**src/verilog/arf_pkg.sv**
```systemverilog
// Shared constants, types and helpers for the converter result block
package arf_pkg;

	// Bus geometry
	localparam int ARF_DATA_W = 32; // Avalon data width
	localparam int ARF_ADDR_W = 5; // Byte address width

	// Register byte offsets
	localparam logic [4:0] ARF_OFF_CTRL0 = 5'h00; // converter_control_zero
	localparam logic [4:0] ARF_OFF_CTRL1 = 5'h04; // converter_control_one
	localparam logic [4:0] ARF_OFF_RESH = 5'h08; // result_high_byte
	localparam logic [4:0] ARF_OFF_RESL = 5'h0C; // result_low_byte
	localparam logic [4:0] ARF_OFF_ISTAT = 5'h10; // Sticky event status
	localparam logic [4:0] ARF_OFF_ICLR = 5'h14; // Write-one clear
	localparam logic [4:0] ARF_OFF_IEN = 5'h18; // Interrupt enable

	// converter_control_zero fields
	localparam int ARF_ON_BIT = 0; // converter_on
	localparam int ARF_GO_BIT = 1; // Go / busy
	localparam int ARF_CHS_LSB = 2; // input_channel_select low bit
	localparam int ARF_CHS_W = 5; // input_channel_select width

	// converter_control_one fields
	localparam int ARF_JUST_BIT = 7; // result_justify_select
	localparam int ARF_CLK_LSB = 4; // Conversion clock select low bit
	localparam int ARF_CLK_W = 3; // Conversion clock select width
	localparam int ARF_REF_LSB = 0; // Reference select low bit
	localparam int ARF_REF_W = 3; // Reference select width

	// Result geometry
	localparam int ARF_RES_W = 10; // Conversion result width
	localparam int ARF_BYTE_W = 8; // Result byte width
	localparam int ARF_PAD_W = 6; // Zero pad bits in a result byte
	localparam logic [3:0] ARF_TOP_BIT = 4'h9; // First bit the SAR decides
	localparam logic [9:0] ARF_RES_ZERO = 10'h000; // Empty result

	// Event bits
	localparam int ARF_IRQ_W = 2; // Number of event bits
	localparam int ARF_EV_DONE = 0; // conversion_done_flag
	localparam int ARF_EV_ABORT = 1; // Conversion stopped by software

	// Reset values
	localparam logic [7:0] ARF_BYTE_ZERO = 8'h00; // Control bytes at reset
	localparam logic [31:0] ARF_WORD_ZERO = 32'h00000000; // Empty read word

	// Conversion clock select codes and divide ratios
	localparam logic [6:0] ARF_DIV2 = 7'h02;
	localparam logic [6:0] ARF_DIV4 = 7'h04;
	localparam logic [6:0] ARF_DIV8 = 7'h08;
	localparam logic [6:0] ARF_DIV16 = 7'h10;
	localparam logic [6:0] ARF_DIV32 = 7'h20;
	localparam logic [6:0] ARF_DIV64 = 7'h40;

	// Controller states, one-hot
	typedef enum logic [2:0] {
		ARF_ST_IDLE = 3'b001,
		ARF_ST_CONV = 3'b010,
		ARF_ST_LOAD = 3'b100
	} arf_state_e;

	// The two result bytes as loaded together
	typedef struct packed {
		logic [7:0] hi;
		logic [7:0] lo;
	} arf_result_s;

	// Place a 10-bit result into the bytes under the justify bit
	function automatic arf_result_s arf_format(input logic [9:0] val,
		input logic rightJust);
		arf_result_s r;
		if (rightJust)
		begin
			r.hi = {{ARF_PAD_W{1'b0}}, val[9:8]};
			r.lo = val[7:0];
		end
		else
		begin
			r.hi = val[9:2];
			r.lo = {val[1:0], {ARF_PAD_W{1'b0}}};
		end
		return r;
	endfunction

endpackage

```
**src/verilog/arf_result_regs.sv**
```systemverilog
// Converter control, SAR sequencer and justified result bytes
`timescale 1ns/1ps

module arf_result_regs #(
	parameter logic [6:0] FRC_DIV = 7'h04 // Divide standing in for RC clock
) (
	// Clock and reset
	input wire logic clk,
	input wire logic nrst,
	// Avalon-MM slave
	input wire logic [arf_pkg::ARF_ADDR_W-1:0] address,
	input wire logic read,
	input wire logic write,
	input wire logic [3:0] byteenable,
	input wire logic [arf_pkg::ARF_DATA_W-1:0] writedata,
	output logic [arf_pkg::ARF_DATA_W-1:0] readdata,
	output logic waitrequest,
	// Interrupt
	output logic irq,
	// Analog front end
	input wire logic cmpIn,
	output logic [arf_pkg::ARF_RES_W-1:0] dacCode,
	output logic [arf_pkg::ARF_CHS_W-1:0] inputChannelSelect,
	output logic [arf_pkg::ARF_REF_W-1:0] refSelect,
	output logic converterOn
);
	import arf_pkg::*;
	// Control state
	logic onReg; // converter_on
	logic goReg; // Go / busy
	logic [ARF_CHS_W-1:0] chanReg; // Channel select
	logic justReg; // result_justify_select
	logic [ARF_CLK_W-1:0] clkSelReg; // Conversion clock select
	logic [ARF_REF_W-1:0] refReg; // Reference select
	// Result bytes, deliberately without reset
	logic [ARF_BYTE_W-1:0] resHiReg;
	logic [ARF_BYTE_W-1:0] resLoReg;
	// Events
	logic [ARF_IRQ_W-1:0] statReg; // Sticky status
	logic [ARF_IRQ_W-1:0] enReg; // Enable mask
	logic irqReg; // Interrupt level
	// Bus
	logic waitReg; // High except in the answer cycle
	logic [ARF_DATA_W-1:0] rdataReg; // Read data
	// Sequencer
	arf_state_e stateReg; // Controller state
	logic [3:0] bitIdxReg; // Bit under trial
	logic [ARF_RES_W-1:0] sarReg; // Trial code to the DAC
	logic lastBitReg; // Value of the last decided bit
	logic [ARF_RES_W-1:0] loadValReg; // Value waiting to be loaded
	logic loadAbortReg; // Load stems from an abort
	logic [6:0] divCntReg; // Bit clock divider
	// Comparator synchroniser
	logic cmpMeta;
	logic cmpSync;
	// Decoded strobes
	logic wrAcc; // Write taken this edge
	logic rdFirst; // Read seen in its first cycle
	logic lane0; // Low byte lane enabled
	logic ctrl0Wr; // Write to converter_control_zero
	logic startReq; // Conversion start accepted
	logic abortReq; // Conversion stopped by software
	logic tick; // One conversion bit period elapsed
	logic [6:0] divLimit; // Current divide ratio
	logic [ARF_RES_W-1:0] bitMask; // One-hot of trial bit
	logic [ARF_RES_W-1:0] belowMask; // Trial bit and all below
	logic [ARF_RES_W-1:0] decided; // Code after deciding trial bit
	logic [ARF_RES_W-1:0] partial; // Code filled after abort
	arf_result_s fmt; // Formatted result bytes
	// Divide ratio for each clock select code
	function automatic logic [6:0] arfDivOf(input logic [2:0] code);
		case (code)
			3'h0: return ARF_DIV2;
			3'h1: return ARF_DIV8;
			3'h2: return ARF_DIV32;
			3'h4: return ARF_DIV4;
			3'h5: return ARF_DIV16;
			3'h6: return ARF_DIV64;
			default: return FRC_DIV; // Both RC codes
		endcase
	endfunction
	// One-hot mask of a result bit
	function automatic logic [9:0] arfMask(input logic [3:0] idx);
		logic [9:0] m;
		m = 10'h001 << idx;
		return m;
	endfunction
	// Bus decode, combinational
	always_comb
	begin
		wrAcc = write && !waitReg;
		rdFirst = read && waitReg;
		lane0 = byteenable[0];
		ctrl0Wr = wrAcc && lane0 && (address == ARF_OFF_CTRL0);
		// Go ignored unless the converter was already on
		startReq = ctrl0Wr && writedata[ARF_GO_BIT] && onReg
			&& (stateReg == ARF_ST_IDLE);
		abortReq = ctrl0Wr && (stateReg == ARF_ST_CONV)
			&& (!writedata[ARF_GO_BIT] || !writedata[ARF_ON_BIT]);
	end
	// SAR arithmetic, combinational
	always_comb
	begin
		divLimit = arfDivOf(clkSelReg);
		tick = (divCntReg == divLimit - 7'h01);
		bitMask = arfMask(bitIdxReg);
		belowMask = 10'({bitMask[8:0], 1'b0} - 10'h001);
		decided = cmpSync ? sarReg : (sarReg & ~bitMask);
		// Unconverted bits copy the last decided bit
		partial = (sarReg & ~belowMask)
			| (lastBitReg ? belowMask : ARF_RES_ZERO);
		fmt = arf_format(loadValReg, justReg);
	end
	// Comparator input synchroniser
	always_ff @(posedge clk)
	begin
		if (!nrst)
		begin
			cmpMeta <= 1'b0;
			cmpSync <= 1'b0;
		end
		else
		begin
			cmpMeta <= cmpIn;
			cmpSync <= cmpMeta;
		end
	end
	// Bus answer: one wait cycle, then data with waitrequest low
	always_ff @(posedge clk)
	begin
		if (!nrst)
		begin
			waitReg <= 1'b1;
			rdataReg <= ARF_WORD_ZERO;
		end
		else
		begin
			waitReg <= !((read || write) && waitReg);
			if (rdFirst)
			begin
				case (address)
					ARF_OFF_CTRL0: rdataReg <= 32'({chanReg, goReg, onReg});
					ARF_OFF_CTRL1: rdataReg <= 32'({justReg, clkSelReg,
						1'b0, refReg});
					ARF_OFF_RESH: rdataReg <= 32'(resHiReg);
					ARF_OFF_RESL: rdataReg <= 32'(resLoReg);
					ARF_OFF_ISTAT: rdataReg <= 32'(statReg);
					ARF_OFF_IEN: rdataReg <= 32'(enReg);
					default: rdataReg <= ARF_WORD_ZERO; // Unmapped or write-only clear, reads zero
				endcase
			end
		end
	end
	// converter_control_zero: channel, enable and go / busy
	always_ff @(posedge clk)
	begin
		if (!nrst)
		begin
			onReg <= 1'b0;
			goReg <= 1'b0;
			chanReg <= ARF_CHS_W'(ARF_BYTE_ZERO);
		end
		else
		begin
			if (ctrl0Wr)
			begin
				onReg <= writedata[ARF_ON_BIT];
				chanReg <= writedata[ARF_CHS_LSB +: ARF_CHS_W];
				if (startReq)
					goReg <= 1'b1;
				else if (!writedata[ARF_GO_BIT] || !writedata[ARF_ON_BIT])
					goReg <= 1'b0; // Software stop
			end
			// Hardware end of conversion wins over a late write
			if (stateReg == ARF_ST_LOAD)
				goReg <= 1'b0;
		end
	end
	// converter_control_one: justify, clock and reference
	always_ff @(posedge clk)
	begin
		if (!nrst)
		begin
			justReg <= 1'b0;
			clkSelReg <= ARF_CLK_W'(ARF_BYTE_ZERO);
			refReg <= ARF_REF_W'(ARF_BYTE_ZERO);
		end
		else if (wrAcc && lane0 && (address == ARF_OFF_CTRL1))
		begin
			justReg <= writedata[ARF_JUST_BIT];
			clkSelReg <= writedata[ARF_CLK_LSB +: ARF_CLK_W];
			refReg <= writedata[ARF_REF_LSB +: ARF_REF_W];
		end
	end

	// Bit clock divider, restarted with each conversion
	always_ff @(posedge clk)
	begin
		if (!nrst || startReq || tick)
			divCntReg <= 7'h00;
		else if (stateReg == ARF_ST_CONV)
			divCntReg <= divCntReg + 7'h01;
	end

	// SAR sequencer: trial each bit from the top, one per tick
	always_ff @(posedge clk)
	begin
		if (!nrst)
		begin
			stateReg <= ARF_ST_IDLE;
			bitIdxReg <= ARF_TOP_BIT;
			sarReg <= ARF_RES_ZERO;
			lastBitReg <= 1'b0;
			loadValReg <= ARF_RES_ZERO;
			loadAbortReg <= 1'b0;
		end
		else
		begin
			case (stateReg)
				ARF_ST_IDLE:
				begin
					if (startReq)
					begin
						// No bit decided yet, so an early abort fills zero
						bitIdxReg <= ARF_TOP_BIT;
						sarReg <= arfMask(ARF_TOP_BIT);
						lastBitReg <= 1'b0;
						stateReg <= ARF_ST_CONV;
					end
				end
				ARF_ST_CONV:
				begin
					if (abortReq)
					begin
						loadValReg <= partial;
						loadAbortReg <= 1'b1;
						stateReg <= ARF_ST_LOAD;
					end
					else if (tick)
					begin
						lastBitReg <= cmpSync;
						if (bitIdxReg == 4'h0)
						begin
							loadValReg <= decided;
							loadAbortReg <= 1'b0;
							sarReg <= decided;
							stateReg <= ARF_ST_LOAD;
						end
						else
						begin
							sarReg <= decided | arfMask(bitIdxReg - 4'h1);
							bitIdxReg <= bitIdxReg - 4'h1;
						end
					end
				end
				ARF_ST_LOAD:
					stateReg <= ARF_ST_IDLE;
				default:
					stateReg <= ARF_ST_IDLE;
			endcase
		end
	end

	// Result bytes: software writes, hardware loads win; no reset term
	always_ff @(posedge clk)
	begin
		if (stateReg == ARF_ST_LOAD)
		begin
			// Pads come out zero from the formatter
			resHiReg <= fmt.hi;
			resLoReg <= fmt.lo;
		end
		else if (wrAcc && lane0)
		begin
			if (address == ARF_OFF_RESH)
				resHiReg <= writedata[ARF_BYTE_W-1:0];
			if (address == ARF_OFF_RESL)
				resLoReg <= writedata[ARF_BYTE_W-1:0];
		end
	end

	// Enable mask register
	always_ff @(posedge clk)
	begin
		if (!nrst)
			enReg <= ARF_IRQ_W'(ARF_BYTE_ZERO);
		else if (wrAcc && lane0 && (address == ARF_OFF_IEN))
			enReg <= writedata[ARF_IRQ_W-1:0];
	end

	// Sticky status: set beats a simultaneous clear
	always_ff @(posedge clk)
	begin
		if (!nrst)
			statReg <= ARF_IRQ_W'(ARF_BYTE_ZERO);
		else
		begin
			if (wrAcc && lane0 && (address == ARF_OFF_ICLR))
				statReg <= statReg & ~writedata[ARF_IRQ_W-1:0];
			if (stateReg == ARF_ST_LOAD)
			begin
				if (loadAbortReg)
					statReg[ARF_EV_ABORT] <= 1'b1;
				else
					statReg[ARF_EV_DONE] <= 1'b1;
			end
		end
	end

	// Interrupt level, registered
	always_ff @(posedge clk)
	begin
		if (!nrst)
			irqReg <= 1'b0;
		else
			irqReg <= |(statReg & enReg);
	end

	// Outputs straight from flip-flops
	assign readdata = rdataReg;
	assign waitrequest = waitReg;
	assign irq = irqReg;
	assign dacCode = sarReg;
	assign inputChannelSelect = chanReg;
	assign refSelect = refReg;
	assign converterOn = onReg;

endmodule

```
**config.mk**
```make
export PLATFORM = sky130hd
export DESIGN_NAME = arf_result_regs
export DESIGN_NICKNAME = d
export VERILOG_FILES = /design/src/verilog/arf_pkg.sv /design/src/verilog/arf_result_regs.sv
export SDC_FILE = /design/constraint.sdc
export NUM_CORES = 1
export LEC_CHECK = 0
export ABC_AREA = 1
export BUFFER_PORTS_ARGS = -buffer_cell sky130_fd_sc_hd__buf_2
export CORE_MARGIN = 5
export CORE_UTILIZATION = 35
export DETAILED_ROUTE_END_ITERATION = 8
export MAX_ROUTING_LAYER = met4
export RECOVER_POWER = 100
export SYNTH_ARGS = -nofsm -noshare
export SYNTH_HDL_FRONTEND = slang
export SYNTH_SLANG_ARGS = --single-unit
```
**constraint.sdc**
```tcl
create_clock -name clk -period 2.8 [get_ports clk]
set_clock_uncertainty 0.15 [all_clocks]
set_input_delay 0.28 -clock clk [delete_from_list [all_inputs] [get_ports clk]]
set_output_delay 0.28 -clock clk [all_outputs]
set_load 0.05 [all_outputs]
```
==> results <==
- Internal power comes to between 0.002 and 0.0025 W.
- Static timing analysis puts the maximum clock frequency at between 400 and 500 MHz.
- The worst slew margin relative to its limit is 0.4492.
- The core region is between 0.01 and 0.015 sq mm.
- The overall die width is around 130 um.
- The layout overhead on the synthesized area is 10.72%.
- The height of the die is 128.3 um.
- The path depth of the worst reg2reg path is 14.
- The detailed router placed 4430 vias in this run.
- The fraction of synthesis flops using an asynchronous set or reset pin is 0.
- Setup repair after global routing left no endpoint under its margin.
- The part of the power in combinational logic is 0.153.
- The cell that appears most often on the critical path is sky130_fd_sc_hd__nand2_1.
- The part of the total power dissipated in sequential elements is 0.439.
- The share of the yosys chip area belonging to registers is 0.3676.
- For this design the ratio of total power to cell area is between 500 and 600 mW/mm^2.
- Input and output buffers added on the ports amount to 47.
- In this run, post-CTS hold repair placed 2 buffers.
- The mapped cell area is a little under 0.005 sq mm.
- After detailed routing, the total wire length is 12.58 mm.
- The number of synthesized register bits is 82.
- In the post-synthesis netlist, the biggest area contributors are sky130_fd_sc_hd__dfxtp_1, sky130_fd_sc_hd__nand2_1, sky130_fd_sc_hd__edfxtp_1.
- The area enclosed by the die boundary is about 0.016 sq mm.
- Prior to clock tree synthesis, the placed netlist has a worst setup slack of between 0.2 and 0.3 ns.
- On the worst path, the slowest cell contributes a delay of ~0.43 ns.
- The netlist uses 43 different library cells.
- The first-pass detailed-route iteration total is 6.
- The boundary pin count is 99.
- The startpoint identified for the worst register-to-register timing path is clkSelReg[0].
- The class of the tightest hold or removal check is in2reg.
- The signal on the critical path passes through inv_1, ha_1, nand2_1, nor2_1, nand3_1, nand2_1, nor2_2, nand2_4, nand2_4, nand3_2, buf_4, nand2_1, nand2_2, nor2_2.
- The critical path is of the reg2reg type.
- After clock tree synthesis, the clock-pin slew on the worst setup and hold paths is roughly 0.060 ns.
- The total negative slack is 0 ns.
- The end of the worst register-to-register path is lastBitReg.
- The first-pass GRT wire length is between 20 and 25 mm.
- Summing all placed instances gives a cell area of around 0.0052 sq mm.
- Synthesis produced a netlist whose cell count is around 680.
- The worst setup path is captured at a flop.
- The yosys synthesis warning count is 0.
- Entering global routing, the biggest net connects 21 pins.
- The mean routed wirelength per cell is roughly 14 um.
- The post-CTS setup repair buffer count is 0.
- The run finished with clean final reports.
- The final antenna-violating net count is 0.
- The peak supply drop is roughly 0.28 mV.
- The clock root buffer is sky130_fd_sc_hd__clkbuf_16.
- The average instance in the mapped netlist occupies roughly 7.2 sq um.
- The largest driver fanout on the critical path is 20.
- The number of failing hold endpoints at the final stage is 0.
- The later-pin clock latency in the skew report is between 0.3 and 0.4 ns.
- After the first detailed-routing iteration, the DRC count stood at ~340.
- Global routing finished with a remaining overflow of 0.
- The clock period minus final worst setup slack is around 2.5 ns.
- The repair_antennas step left the layout with diodes totalling 0.
- The worst setup path endpoint is lastBitReg.
- The data arrival time of the critical path is around 2.5 ns.
- The type of element launching the critical path is a flop.
- The initial utilization of the core area, before any placement, comes to 0.3544.
- In the synthesized netlist the dominant register cell turns out to be sky130_fd_sc_hd__dfxtp_1.
- Of all cell types, the one taking the most synthesized area is sky130_fd_sc_hd__dfxtp_1.
- The transition at the pin with the smallest max-transition slack is slightly above 0.8 ns.
- STA puts the critical path data required time at around 2.9 ns.
- The leakage power figure is approximately 2.2 nW.
- Detailed placement finished with a half-perimeter wire length of 9.487 mm.
- Across every metal layer, demand over resource in global routing totals 0.1604.
- TritonCTS built the clock tree.
- The summed area of non-filler cells in the final layout is 0.005426 sq mm.
- Of the post-synthesis cell area, the dominant cell type holds 0.2696.
- The via count of the first global-routing pass is 4096.
- The number of buffers inserted during clock tree synthesis is 9.
- The fraction of power consumed by the clock network is 0.408.
- The number of violations of the max-capacitance limit is 0.
- At the end of the flow, the number of nets in the layout was slightly below 800.
- The clock net in this run drives a total of ~80 sinks.
- The analysis attributes to net switching a power of approximately 0.00085 W.
- The synthesized design contains 16 enable-type register cells.
- The depth of the CTS H-tree is 3.
- The worst register-to-register path has a setup slack of about 0.35 ns.
- The number of buffers on the longest clock path is 2.
- The ratio of cells with drive above 1 in the final layout is 0.1194.
- In the finished design, the share of the clock period the worst path needs comes to 0.8760.
- The number of vias per cell after detailed routing is a little under 5.
- The core utilization of the finished layout is 0.3925.
- The switching portion of total power is 0.2967.
- In this run the worst setup path begins at clkSelReg[0].
- Across all setup checks in the final design, the least slack found is between 0.3 and 0.4 ns.
- The total setup violations reported at the end of the flow is 0.
- The number of cell rows is 43.
- Among all stages on the critical path, the largest delay is contributed by sky130_fd_sc_hd__ha_1.
- The number of slew-limit violations in the final report is 0.
- The congestion estimate from routability-driven global placement came to around 0.91.
- The initial antenna violation count is 0.
- The number of instances resized during post-cts repair is 0.
- The DRC violation count after routing is 0.
-- cell type report --
cell class | instances | area, sq um
clock buffer | 12 | 236.5
clock inverter | 4 | 52.55
fill | 1525 | 8401
inverter | 78 | 294.0
multi-input combinational | 501 | 2535
sequential | 82 | 1802
tap | 180 | 225.2
timing repair buffer | 60 | 281.5
-- power groups by stage --
stage / Combinational, W / Sequential, W / Clock (W)
2_1_floorplan: 0.000329 / 0.00135 / 0
3_3_place_gp: 0.000454 / 0.00129 / 0
3_5_place_dp: 0.000457 / 0.00129 / 0
4_1_cts: 0.000462 / 0.00126 / 0.00120
5_1_grt: 0.000485 / 0.00127 / 0.00124
6_report: 0.000441 / 0.00126 / 0.00117
-- layout by cell type (no fill, tap or decap), drive strengths merged, types with 12 or more instances in the layout --
| cell type | count |
|---|---|
| nand3 | 44 |
| edfxtp | 16 |
| o21ai | 60 |
| clkbuf | 49 |
| nor2 | 78 |
| a21oi | 38 |
| dfxtp | 66 |
| nand2 | 185 |
| buf | 21 |
| inv | 75 |
| nand4 | 12 |
| conb | 24 |
-- worst min-delay path by stage --
stage / from / to / slack [ns] / cells past startpoint
final: write / waitrequest / 0.01 / 2
after global routing: write / waitrequest / 0.05 / 2
after CTS: write / waitrequest / 0.02 / 2
after detailed placement: cmpMeta / cmpSync / 0.26 / 2
after global placement: cmpMeta / cmpSync / 0.25 / 2
after floorplan: cmpIn / cmpMeta / 0.23 / 2
-- through the flow --
stage / hold WS (ns) / cells / total power, W
floorplan: 0.2276 / 705 / 0.001683
global placement: 0.2451 / 898 / 0.001744
detailed placement: 0.2558 / 898 / 0.001747
CTS: 0.01557 / 916 / 0.002928
global route: 0.04950 / 917 / 0.002998
finish: 0.01255 / 917 / 0.002879
-- metal layers --
metal  wire, um  GRT usage  up-vias  share of wire
met3        808    0.02989       17          0.064
met1       5894     0.2085     2002           0.47
li1           -          -     2282              -
met2       5646     0.2513      129           0.45
met5          0          -        -              0
met4        231    0.05431        0          0.018
-- logic make-up after synthesis --
kind of cell | count (synthesis) | share of synthesized area
AO/OA/AOI/OAI | 126 | 0.1455
XOR/XNOR | 12 | 0.02145
adder cells (fa/ha/maj) | 11 | 0.02808
buffers and inverters | 122 | 0.1236
flip-flops | 82 | 0.3676
other | 1 | 0.0007652
AND/OR/NAND/NOR | 328 | 0.3130
-- registers in the layout (all words and copies together), names as in the netlist --
signal / flops
bitIdxReg: 4
clkSelReg: 3
cmpMeta: 1
cmpSync: 1
converterOn: 1
dacCode: 10
divCntReg: 7
enReg: 2
goReg: 1
inputChannelSelect: 5
irq: 1
justReg: 1
lastBitReg: 1
loadAbortReg: 1
loadValReg: 10
readdata: 8
refSelect: 3
resHiReg: 8
resLoReg: 8
statReg: 2
stateReg: 3
waitrequest: 1
-- synth_stat cells (11+ instances only) --
library cell                 n
sky130_fd_sc_hd__nand4_1    12
sky130_fd_sc_hd__clkbuf_1   11
sky130_fd_sc_hd__nor2_1     62
sky130_fd_sc_hd__nand2_2    24
sky130_fd_sc_hd__dfxtp_1    66
sky130_fd_sc_hd__a21oi_1    37
sky130_fd_sc_hd__nand3_1    41
sky130_fd_sc_hd__nand2_1   155
sky130_fd_sc_hd__nor2_2     14
sky130_fd_sc_hd__o21ai_0    55
sky130_fd_sc_hd__buf_4      26
sky130_fd_sc_hd__inv_1      67
sky130_fd_sc_hd__ha_1       11
sky130_fd_sc_hd__edfxtp_1   16
-- critical path, delay by kind of cell, from the launching register on --
family,cells,cell delay [ns]
adder cells (fa/ha/maj),1,0.43
AND/OR/NAND/NOR,11,1.02
flip-flops,1,0.35
buffers and inverters,2,0.37
Note: power is estimated with default switching activity, not from simulation.
